`config.mk`:
```
export PLATFORM = sky130hd
export DESIGN_NAME = data_eeprom_write_control
export DESIGN_NICKNAME = d
export VERILOG_FILES = /design/src/logic/eeprom_ctl_pkg.sv /design/src/logic/data_eeprom_write_control.sv /design/src/logic/eeprom_cell_array.sv /design/src/logic/eeprom_cycle_timer.sv
export SDC_FILE = /design/constraint.sdc
export NUM_CORES = 1
export LEC_CHECK = 0
export ABC_AREA = 1
export BUFFER_PORTS_ARGS = -buffer_cell sky130_fd_sc_hd__buf_2
export CAP_MARGIN = 0
export CORE_UTILIZATION = 55
export DETAILED_ROUTE_END_ITERATION = 10
export GPL_TIMING_DRIVEN = 1
export PLACE_DENSITY = 0.78
export SETUP_SLACK_MARGIN = 0.15
export SYNTH_ARGS = -nofsm -noshare
export SYNTH_HDL_FRONTEND = slang
export SYNTH_HIERARCHICAL = 1
export SYNTH_SLANG_ARGS = --single-unit
```
`constraint.sdc`:
```
create_clock -name aclk -period 3.95 [get_ports aclk]
set_clock_uncertainty 0.05 [all_clocks]
set_input_delay 0.1975 -clock aclk [delete_from_list [all_inputs] [get_ports aclk]]
set_output_delay 0.1975 -clock aclk [all_outputs]
set_load 0.02 [all_outputs]
```
`src/logic/eeprom_ctl_pkg.sv`:
```
package eeprom_ctl_pkg;

	// Register byte offsets on the AXI4-Lite bus
	localparam logic [7:0] ADDR_REG_OFS = 8'h00;
	localparam logic [7:0] DATA_REG_OFS = 8'h04;
	localparam logic [7:0] BANK_REG_OFS = 8'h08;
	localparam logic [7:0] POINTER_REG_OFS = 8'h0c;
	localparam logic [7:0] INDIRECT_REG_OFS = 8'h10;
	localparam logic [7:0] IRQ_EN_REG_OFS = 8'h14;
	localparam logic [7:0] IRQ_FLAG_REG_OFS = 8'h18;

	// Where the control register sits behind the indirect port
	localparam logic [7:0] CTRL_POINTER = 8'h40;
	localparam logic [7:0] CTRL_BANK = 8'h01;

	// Control register fields
	localparam int READ_START_BIT = 0;
	localparam int READ_ARM_BIT = 1;
	localparam int WRITE_START_BIT = 2;
	localparam int WRITE_ARM_BIT = 3;

	// Interrupt enable fields
	localparam int GLOBAL_EN_BIT = 0;
	localparam int EEPROM_EN_BIT = 1;
	localparam int MULTI_EN_BIT = 2;

	// Interrupt flag fields
	localparam int EEPROM_FLAG_BIT = 0;
	localparam int MULTI_FLAG_BIT = 1;

	// Reset values
	localparam logic [7:0] BANK_RESET = 8'h00;
	localparam logic [7:0] POINTER_RESET = 8'h00;
	localparam logic [3:0] CTRL_RESET = 4'h0;

	// Array geometry
	localparam int EE_ADDR_W = 6;
	localparam int EE_DEPTH = 64;

	// Self-timed cycle defaults: clocks per internal timer tick, then cycle lengths in ticks
	localparam int TIMER_DIV_DEFAULT = 25;
	localparam int WRITE_TICKS_DEFAULT = 2000;
	localparam int READ_TICKS_DEFAULT = 4;

	localparam logic [1:0] RESP_OKAY = 2'b00;
	localparam logic [1:0] RESP_SLVERR = 2'b10;

	typedef struct packed {
		logic write_arm;
		logic write_start;
		logic read_arm;
		logic read_start;
	} ctrl_bits_t;

	typedef struct packed {
		logic multi_en;
		logic eeprom_en;
		logic global_en;
	} irq_en_t;

	typedef enum logic [2:0] {
		ST_IDLE = 3'b001,
		ST_WRITING = 3'b010,
		ST_READING = 3'b100
	} ee_state_t;

endpackage

```
`src/logic/data_eeprom_write_control.sv`:
```
// Contract
// Software loads address and data registers before starting a write.
// Write start is accepted only on the write right after arming.
// Write start without write-arm already set is ignored; no cycle begins.
// Software masks global interrupts around arming and starting a write.
// Write cycle is timed by an internal timer, not a fixed clock count.
// Hardware clears write-start when the write cycle ends.
// Reset clears write-arm.
// Reset sets bank 0; control register reachable only in bank 1.
// Completion event raised at end of every write or read cycle.
// Interrupt needs both the EEPROM enable and the multi-function enable.
// Write end sets the EEPROM flag and the multi-function flag; the code sets the multi-function flag only if the EEPROM enable is set.
// Vector only with all three enables set and stack not full.
// Vector entry clears only the multi-function flag; software clears EEPROM flag.
// Software avoids idle or sleep while a cycle is running.
// Software keeps arm and bank cleared when idle; may read back.
// Software reaches control via pointer 40h, bank 01h, indirect port.
// After completion software clears control, then bank selector.
// Control bits: write-arm 3, write-start 2, read-arm 1, read-start 0.
// 64 bytes, 6-bit address; upper address bits read zero.
// Read starts only if read-arm set; at end start clears, data loaded.
// Software never sets both starts, nor all four bits together.
// During a cycle further starts and address or data writes are ignored.
//
// The register offsets and the AXI4-Lite interface to the registers were decided locally.
`timescale 1ns/1ps
`default_nettype none
module data_eeprom_write_control
	import eeprom_ctl_pkg::*;
#(
	parameter int TIMER_DIV = TIMER_DIV_DEFAULT,
	parameter int WRITE_TICKS = WRITE_TICKS_DEFAULT,
	parameter int READ_TICKS = READ_TICKS_DEFAULT
) (
	input wire logic aclk, // System clock, 25 MHz
	input wire logic aresetn, // Synchronous reset, active low
	input wire logic [7:0] s_axi_awaddr, // Write address
	input wire logic s_axi_awvalid, // Write address valid
	output logic s_axi_awready, // Write address ready
	input wire logic [31:0] s_axi_wdata, // Write data
	input wire logic [3:0] s_axi_wstrb, // Write byte enables
	input wire logic s_axi_wvalid, // Write data valid
	output logic s_axi_wready, // Write data ready
	output logic [1:0] s_axi_bresp, // Write response
	output logic s_axi_bvalid, // Write response valid
	input wire logic s_axi_bready, // Write response ready
	input wire logic [7:0] s_axi_araddr, // Read address
	input wire logic s_axi_arvalid, // Read address valid
	output logic s_axi_arready, // Read address ready
	output logic [31:0] s_axi_rdata, // Read data
	output logic [1:0] s_axi_rresp, // Read response
	output logic s_axi_rvalid, // Read data valid
	input wire logic s_axi_rready, // Read data ready
	input wire logic stack_full, // Return stack of the core is full
	output logic irq_vector, // Pulse: jump to multi-function vector
	output logic eeprom_busy // A write or read cycle is running
);

	////////////////////////////////////////////////////////////////////////
	// Register state

	logic [EE_ADDR_W-1:0] eeprom_address_reg;
	logic [7:0] eeprom_data_reg;
	ctrl_bits_t eeprom_control_reg;
	logic [7:0] bank_selector;
	logic [7:0] indirect_pointer;
	irq_en_t irq_en;
	logic eeprom_irq_flag;
	logic multi_irq_flag;
	logic arm_fresh;
	ee_state_t state;

	logic [7:0] aw_addr;
	logic [31:0] w_data;
	logic w_lane0;
	logic aw_full;
	logic w_full;
	logic do_write;

	logic ctrl_visible;
	logic [7:0] rdata_word;
	logic [7:0] array_rdata;
	logic cycle_done;
	logic start_write;
	logic start_read;
	ctrl_bits_t new_ctrl;
	logic ctrl_write;
	logic flag_clear_ee;
	logic flag_clear_multi;

	function automatic logic mapped(input logic [7:0] a);
		mapped = (a == ADDR_REG_OFS) || (a == DATA_REG_OFS) || (a == BANK_REG_OFS) ||
			(a == POINTER_REG_OFS) || (a == INDIRECT_REG_OFS) || (a == IRQ_EN_REG_OFS) ||
			(a == IRQ_FLAG_REG_OFS);
	endfunction

	////////////////////////////////////////////////////////////////////////
	// AXI4-Lite write channels: address and data taken in either order

	assign s_axi_awready = !aw_full;
	assign s_axi_wready = !w_full;
	assign do_write = aw_full && w_full && !s_axi_bvalid;

	always_ff @(posedge aclk) begin
		if (!aresetn) begin
			aw_full <= 1'b0;
			aw_addr <= 8'h00;
		end else if (s_axi_awvalid && !aw_full) begin
			aw_full <= 1'b1;
			aw_addr <= s_axi_awaddr;
		end else if (do_write) begin
			aw_full <= 1'b0;
		end
	end

	always_ff @(posedge aclk) begin
		if (!aresetn) begin
			w_full <= 1'b0;
			w_data <= 32'h0000_0000;
			w_lane0 <= 1'b0;
		end else if (s_axi_wvalid && !w_full) begin
			w_full <= 1'b1;
			w_data <= s_axi_wdata;
			w_lane0 <= s_axi_wstrb[0];
		end else if (do_write) begin
			w_full <= 1'b0;
		end
	end

	always_ff @(posedge aclk) begin
		if (!aresetn) begin
			s_axi_bvalid <= 1'b0;
			s_axi_bresp <= RESP_OKAY;
		end else if (do_write) begin
			s_axi_bvalid <= 1'b1;
			s_axi_bresp <= mapped(aw_addr) ? RESP_OKAY : RESP_SLVERR;
		end else if (s_axi_bready) begin
			s_axi_bvalid <= 1'b0;
		end
	end

	////////////////////////////////////////////////////////////////////////
	// Write decode

	// Control register only answers through the indirect port in bank 1
	assign ctrl_visible = (bank_selector == CTRL_BANK) && (indirect_pointer == CTRL_POINTER);
	assign ctrl_write = do_write && w_lane0 && (aw_addr == INDIRECT_REG_OFS) && ctrl_visible;
	assign new_ctrl = w_data[3:0];

	// Arm must already be set and the previous bus write must have set it
	assign start_write = ctrl_write && new_ctrl.write_start && new_ctrl.write_arm &&
		eeprom_control_reg.write_arm && arm_fresh && !new_ctrl.read_start &&
		(state == ST_IDLE);
	assign start_read = ctrl_write && new_ctrl.read_start && eeprom_control_reg.read_arm &&
		!new_ctrl.write_start && (state == ST_IDLE);

	assign flag_clear_ee = do_write && w_lane0 && (aw_addr == IRQ_FLAG_REG_OFS) && w_data[EEPROM_FLAG_BIT];
	assign flag_clear_multi = do_write && w_lane0 && (aw_addr == IRQ_FLAG_REG_OFS) && w_data[MULTI_FLAG_BIT];

	always_ff @(posedge aclk) begin
		if (!aresetn) begin
			bank_selector <= BANK_RESET;
			indirect_pointer <= POINTER_RESET;
			irq_en <= '0;
		end else if (do_write && w_lane0) begin
			if (aw_addr == BANK_REG_OFS) begin
				bank_selector <= w_data[7:0];
			end
			if (aw_addr == POINTER_REG_OFS) begin
				indirect_pointer <= w_data[7:0];
			end
			if (aw_addr == IRQ_EN_REG_OFS) begin
				irq_en <= w_data[2:0];
			end
		end
	end

	// Address and data stay frozen while a cycle uses them
	always_ff @(posedge aclk) begin
		if (!aresetn) begin
			eeprom_address_reg <= '0;
		end else if (do_write && w_lane0 && aw_addr == ADDR_REG_OFS && state == ST_IDLE) begin
			eeprom_address_reg <= w_data[EE_ADDR_W-1:0];
		end
	end

	always_ff @(posedge aclk) begin
		if (!aresetn) begin
			eeprom_data_reg <= 8'h00;
		end else if (cycle_done && state == ST_READING) begin
			eeprom_data_reg <= array_rdata;
		end else if (do_write && w_lane0 && aw_addr == DATA_REG_OFS && state == ST_IDLE) begin
			eeprom_data_reg <= w_data[7:0];
		end
	end

	always_ff @(posedge aclk) begin
		if (!aresetn) begin
			arm_fresh <= 1'b0;
		end else if (do_write) begin
			arm_fresh <= ctrl_write && new_ctrl.write_arm && !eeprom_control_reg.write_arm;
		end
	end

	////////////////////////////////////////////////////////////////////////
	// Control register and cycle sequencing

	always_ff @(posedge aclk) begin
		if (!aresetn) begin
			eeprom_control_reg <= CTRL_RESET;
		end else begin
			if (ctrl_write) begin
				eeprom_control_reg.write_arm <= new_ctrl.write_arm;
				eeprom_control_reg.read_arm <= new_ctrl.read_arm;
			end
			// Start bits are owned by hardware while a cycle runs
			if (start_write) begin
				eeprom_control_reg.write_start <= 1'b1;
			end else if (cycle_done && state == ST_WRITING) begin
				eeprom_control_reg.write_start <= 1'b0;
			end
			if (start_read) begin
				eeprom_control_reg.read_start <= 1'b1;
			end else if (cycle_done && state == ST_READING) begin
				eeprom_control_reg.read_start <= 1'b0;
			end
		end
	end

	always_ff @(posedge aclk) begin
		if (!aresetn) begin
			state <= ST_IDLE;
		end else begin
			case (state)
				ST_IDLE: begin
					if (start_write) begin
						state <= ST_WRITING;
					end else if (start_read) begin
						state <= ST_READING;
					end
				end
				ST_WRITING, ST_READING: begin
					if (cycle_done) begin
						state <= ST_IDLE;
					end
				end
				default: begin
					state <= ST_IDLE;
				end
			endcase
		end
	end

	assign eeprom_busy = (state != ST_IDLE);

	eeprom_cycle_timer #(
		.TIMER_DIV(TIMER_DIV),
		.WRITE_TICKS(WRITE_TICKS),
		.READ_TICKS(READ_TICKS)
	) u_timer (
		.aclk(aclk),
		.aresetn(aresetn),
		.start_write(start_write),
		.start_read(start_read),
		.done(cycle_done)
	);

	// Byte is committed as the timed cycle ends
	eeprom_cell_array #(
		.DEPTH(EE_DEPTH)
	) u_array (
		.aclk(aclk),
		.write_en(cycle_done && state == ST_WRITING),
		.addr(eeprom_address_reg),
		.wdata(eeprom_data_reg),
		.rdata(array_rdata)
	);

	////////////////////////////////////////////////////////////////////////
	// Completion flags and vectoring

	// Completion sets win over a clear in the same cycle
	always_ff @(posedge aclk) begin
		if (!aresetn) begin
			eeprom_irq_flag <= 1'b0;
		end else if (cycle_done && state != ST_IDLE) begin
			eeprom_irq_flag <= 1'b1;
		end else if (flag_clear_ee) begin
			eeprom_irq_flag <= 1'b0;
		end
	end

	always_ff @(posedge aclk) begin
		if (!aresetn) begin
			multi_irq_flag <= 1'b0;
		end else if (cycle_done && state != ST_IDLE && irq_en.eeprom_en) begin
			multi_irq_flag <= 1'b1;
		end else if (irq_vector || flag_clear_multi) begin
			multi_irq_flag <= 1'b0;
		end
	end

	// One pulse per request; entry clears the group flag and leaves the EEPROM flag set
	always_ff @(posedge aclk) begin
		if (!aresetn) begin
			irq_vector <= 1'b0;
		end else begin
			irq_vector <= !irq_vector && multi_irq_flag && irq_en.global_en && irq_en.eeprom_en &&
				irq_en.multi_en && !stack_full;
		end
	end

	////////////////////////////////////////////////////////////////////////
	// AXI4-Lite read channel

	assign s_axi_arready = !s_axi_rvalid;

	always_comb begin
		rdata_word = 8'h00;
		case (s_axi_araddr)
			ADDR_REG_OFS: rdata_word = {2'b00, eeprom_address_reg};
			DATA_REG_OFS: rdata_word = eeprom_data_reg;
			BANK_REG_OFS: rdata_word = bank_selector;
			POINTER_REG_OFS: rdata_word = indirect_pointer;
			INDIRECT_REG_OFS: rdata_word = ctrl_visible ? {4'h0, eeprom_control_reg} : 8'h00;
			IRQ_EN_REG_OFS: rdata_word = {5'h00, irq_en};
			IRQ_FLAG_REG_OFS: rdata_word = {6'h00, multi_irq_flag, eeprom_irq_flag};
			default: rdata_word = 8'h00;
		endcase
	end

	always_ff @(posedge aclk) begin
		if (!aresetn) begin
			s_axi_rvalid <= 1'b0;
			s_axi_rdata <= 32'h0000_0000;
			s_axi_rresp <= RESP_OKAY;
		end else if (s_axi_arvalid && !s_axi_rvalid) begin
			s_axi_rvalid <= 1'b1;
			s_axi_rdata <= {24'h00_0000, rdata_word};
			s_axi_rresp <= mapped(s_axi_araddr) ? RESP_OKAY : RESP_SLVERR;
		end else if (s_axi_rready) begin
			s_axi_rvalid <= 1'b0;
		end
	end

endmodule
`default_nettype wire

```
`src/logic/eeprom_cell_array.sv`:
```
`timescale 1ns/1ps
`default_nettype none
module eeprom_cell_array
	import eeprom_ctl_pkg::*;
#(
	parameter int DEPTH = EE_DEPTH
) (
	input wire logic aclk, // System clock
	input wire logic write_en, // Commit one byte
	input wire logic [EE_ADDR_W-1:0] addr, // Byte index
	input wire logic [7:0] wdata, // Byte to store
	output logic [7:0] rdata // Byte at addr
);

	// Non-volatile contents are not touched by reset
	logic [7:0] cells [DEPTH];

	always_ff @(posedge aclk) begin
		if (write_en) begin
			cells[addr] <= wdata;
		end
	end

	assign rdata = cells[addr];

endmodule
`default_nettype wire

```
`src/logic/eeprom_cycle_timer.sv`:
```
`timescale 1ns/1ps
`default_nettype none
module eeprom_cycle_timer
	import eeprom_ctl_pkg::*;
#(
	parameter int TIMER_DIV = TIMER_DIV_DEFAULT,
	parameter int WRITE_TICKS = WRITE_TICKS_DEFAULT,
	parameter int READ_TICKS = READ_TICKS_DEFAULT
) (
	input wire logic aclk, // System clock
	input wire logic aresetn, // Synchronous reset, active low
	input wire logic start_write, // Pulse: begin a write cycle
	input wire logic start_read, // Pulse: begin a read cycle
	output logic done // Pulse: cycle finished
);

	// Free-running divider stands in for the internal oscillator; its phase is
	// unrelated to the start, so a cycle lasts a varying number of clocks.
	logic [15:0] div;
	logic [15:0] remaining;
	logic tick;

	assign tick = (div == 16'h0000);

	always_ff @(posedge aclk) begin
		if (!aresetn) begin
			div <= 16'h0000;
		end else if (tick) begin
			div <= 16'(TIMER_DIV - 1);
		end else begin
			div <= div - 16'h0001;
		end
	end

	always_ff @(posedge aclk) begin
		if (!aresetn) begin
			remaining <= 16'h0000;
			done <= 1'b0;
		end else begin
			done <= 1'b0;
			if (start_write) begin
				remaining <= 16'(WRITE_TICKS);
			end else if (start_read) begin
				remaining <= 16'(READ_TICKS);
			end else if (tick && remaining != 16'h0000) begin
				remaining <= remaining - 16'h0001;
				done <= (remaining == 16'h0001);
			end
		end
	end

endmodule
`default_nettype wire

```
==> summary.md <==
| Metric | Value |
|---|---|
| Outcome | complete, no violations |
| Sw frac | 0.226 |
| Synthesized area | 0.0276 mm2 |
| Setup TNS | 0 ns |
| Final non-filler cell total | 3763 |
| Setup crit start | eeprom_address_reg[0]$_SDFFE_PN0P_ |
| Slowest stage delay, CP | 0.75 ns |
| Slew headroom | 0.178 |
| Hold/Removal Path Class | primary input to flip-flop |
| CTS Buf Count | 60 |
| Most frequent CP cell | nand2_1 |
| First-pass GRT wire length | 104000 um |
| Worst Path Arrival | 3.90 ns |
| Min-delay src | s_axi_araddr[0] |
| Max_cap viols | 0 |
| Placeable Area | 0.0493 mm2 |
| Minimum clock period | 3.42 ns |
| CP max FO | 76 |
| Clock share of power | 0.412 |
| Deepest clock path buffer count | 3 |
| CTS Hold Bufs | 29 |
| Die H | 226 um |
| Ordered cell list for the critical path | buf_4 -> buf_4 -> nand2_1 -> nand2_1 -> nand2_1 -> nand2_1 -> nand2_1 -> nand2_1 -> nand2_1 -> nand2_1 -> nor2_1 -> nand2_1 -> nand3_1 -> a31oi_1 |
| Unrepaired setup endpoints after global routing | false |
| Worst VDD drop | 0.310 mV |
| Clock root cell | clkbuf_16 |
| Initial Util | 0.560 |
| Post-Route WL | 65900 um |
| Comb power frac | 0.067 |
| Most frequent cells in the layout | nand2_1 (1520), edfxtp_1 (512), nor2_1 (192) |
| Seq cells post-synth | 620 |
| Largest net degree at the start of global routing | 166 |
| Skew-Pair Late Insertion Delay | 0.63 ns |
| ANT cells | 0 |
| GRT Util Overall | 0.261 |
| Share of the synthesized area in the top cell type | 0.557 |
| Fin. Hold Viols | 0 |
| IO buf count | 49 |
| Post-DP HPWL | 39200 um |
| WL/cell | 17.5 um |
| Layout cells sized above 1 | 0.0865 |
| Clock tree from TritonCTS | yes |
| Biggest register | u_array/cells |
| Num ports | 103 |
| Clk pin slew, worst setup/hold paths | 0.06 ns |
| DRC errors left | 0 |
| Net Sw Power | 3110 uW |
| Post-synthesis sequential area ratio | 0.636 |
| Initial antenna violation count | 0 |
| H-tree depth | 2 |
| Final setup fails | 0 |
| Die extent in x | 226 um |
| Syn avg cell area | 9.27 um2 |
| Synth top area cells | edfxtp_1 (56%), nand2_1 (21%), dfxtp_1 (7.8%) |
| Via density | 5.44 |
| Routed vias | 20455 |
| Top_reg_cell synth | edfxtp_1 |
| WP data required | 4.43 ns |
| Synth Instances | 2977 |
| Seq pwr share | 0.521 |
| Int Power | 10700 uW |
| Total grt overflow | 0 |
| Post-CTS setup buffers | 0 |
| Routed Antenna Nets | 0 |
| PostCTS Resize Cnt | 0 |
| Worst reg2reg path startpoint | eeprom_address_reg[0]$_SDFFE_PN0P_ |
| Most common cell after layout, fill and taps aside | nand2_1 |
| Largest delay contributor family on the critical path | buffers and inverters |
| Pre-Repair DR Iteration Count | 6 |
| Fin. max-slew vios | 0 |
| PD cells | 451 mW/mm2 |
| CP Class | flip-flop to flip-flop |
| Maximum clock rate | 293 MHz |
| DR iter-0 viols | 2189 |
| Worst slew pin tran | 1.23 ns |
| DIE AREA | 0.0511 mm2 |
| # fillers | 3844 |
| WP buf/inv | 2 |
| Ys async rst share | 0 |
| Synth area leader | edfxtp_1 |
| Post-synth EDFFs | 512 |
| Rows | 81 |
| CP max-delay cell | buf_4 |
| Fin crit share | 0.866 |
| Layout area overhead | 10.8% |
| # clock sinks | 620 |
| Placed cells | 3622 |
| Vias in the first global route | 19485 |
| Post-synth cell types | 48 |
| Largest regs | u_array/cells: 512 flops, u_timer/div: 16 flops, u_timer/remaining: 16 flops |
| Leakage | 0.0128 uW |
| Worst Setup Start Kind | flip-flop |
| Net count, final | 3113 |
| Ys Warns | 6 |
| Routability congestion estimate from global placement | 0.936 |
| Crit end category | flip-flop |
| Max reg flops | 512 |
==> cells by family after synthesis <==
group | synth area share
and+or+nand+nor | 0.276
DFF | 0.636
buffers and inverters | 0.0510
xor gates and xnor gates | 0.00286
other | 0.000136
AOI/OAI and AO/OA | 0.0325
adders and majority gates | 0.00181
==> worst register-to-register path: cells and delay by family (launching register included) <==
kind / cells / cell delay [ns]
buffers and inverters: 2 / 1.36
AO/OA/AOI/OAI: 1 / 0.18
AND/OR/NAND/NOR: 11 / 1.05
flip-flops: 1 / 0.68
==> per-layer routing <==
metal | part of all wire | vias to the layer above | track usage
li1 | - | 9746 | -
met1 | 0.40 | 9613 | 0.344
met2 | 0.48 | 936 | 0.432
met3 | 0.084 | 160 | 0.0440
met4 | 0.037 | 0 | 0.103
met5 | 0 | - | 0
==> synthesized netlist by cell type (4+ instances only) <==
| master | instances |
|---|---|
| buf_1 | 4 |
| o21ai_1 | 12 |
| nor3_1 | 8 |
| inv_1 | 126 |
| or2_2 | 5 |
| nand3_2 | 4 |
| o211ai_1 | 5 |
| edfxtp_1 | 512 |
| nand2_4 | 4 |
| ha_1 | 4 |
| o21ai_0 | 58 |
| nor3_2 | 8 |
| buf_2 | 54 |
| nand4_1 | 28 |
| nand3_1 | 84 |
| a31oi_1 | 11 |
| nand2_1 | 1520 |
| buf_6 | 17 |
| nor2_2 | 12 |
| xnor2_1 | 6 |
| inv_2 | 9 |
| nor2_4 | 7 |
| nor2_1 | 192 |
| buf_4 | 37 |
| dfxtp_1 | 108 |
| clkbuf_1 | 33 |
| a21oi_1 | 74 |
| nor4_1 | 4 |
==> metrics by stage <==
stage / util / power (uW) / setup WS [ns] / hold WS, ns / cell area [um2]
final: 0.621 / 13800 / 0.531 / 0.0890 / 30600
after global routing: 0.621 / 14200 / 0.332 / 0.103 / 30600
after CTS: 0.621 / 13800 / 0.583 / 0.0546 / 30600
after detailed placement: 0.575 / 8190 / 0.616 / 0.346 / 28300
after global placement: 0.575 / 8150 / 0.696 / 0.343 / 28300
after floorplan: - / 8030 / 1.49 / 0.224 / 27700
==> power groups by stage <==
stage / logic (uW) / registers (uW) / clock network, uW
global placement: 844 / 7300 / 0
global route: 1050 / 7180 / 6000
finish: 921 / 7180 / 5680
detailed placement: 884 / 7310 / 0
CTS: 912 / 7170 / 5750
floorplan: 743 / 7280 / 0
==> area by class of cell <==
cell class	count	area, um2	area share
clock buffer	77	1690	0.0553
clock inverter	35	282	0.00921
inverter	137	520	0.0170
multi-input combinational	2099	8740	0.286
sequential	620	17600	0.574
tap	664	831	0.0272
timing repair buffer	131	946	0.0309
==> path summary, 6_finish.rpt <==
check | to | slack, ns | cells after the start
max | eeprom_data_reg[7]$_SDFFE_PN0P_ | 0.53 | 14
min | s_axi_rresp[1]$_SDFFE_PN0P_ | 0.09 | 5
max reg2reg | eeprom_data_reg[7]$_SDFFE_PN0P_ | 0.53 | 14
min reg2reg | u_timer/div[0]$_SDFF_PP0_ | 0.40 | 1
(Power assumes the default switching activity.)
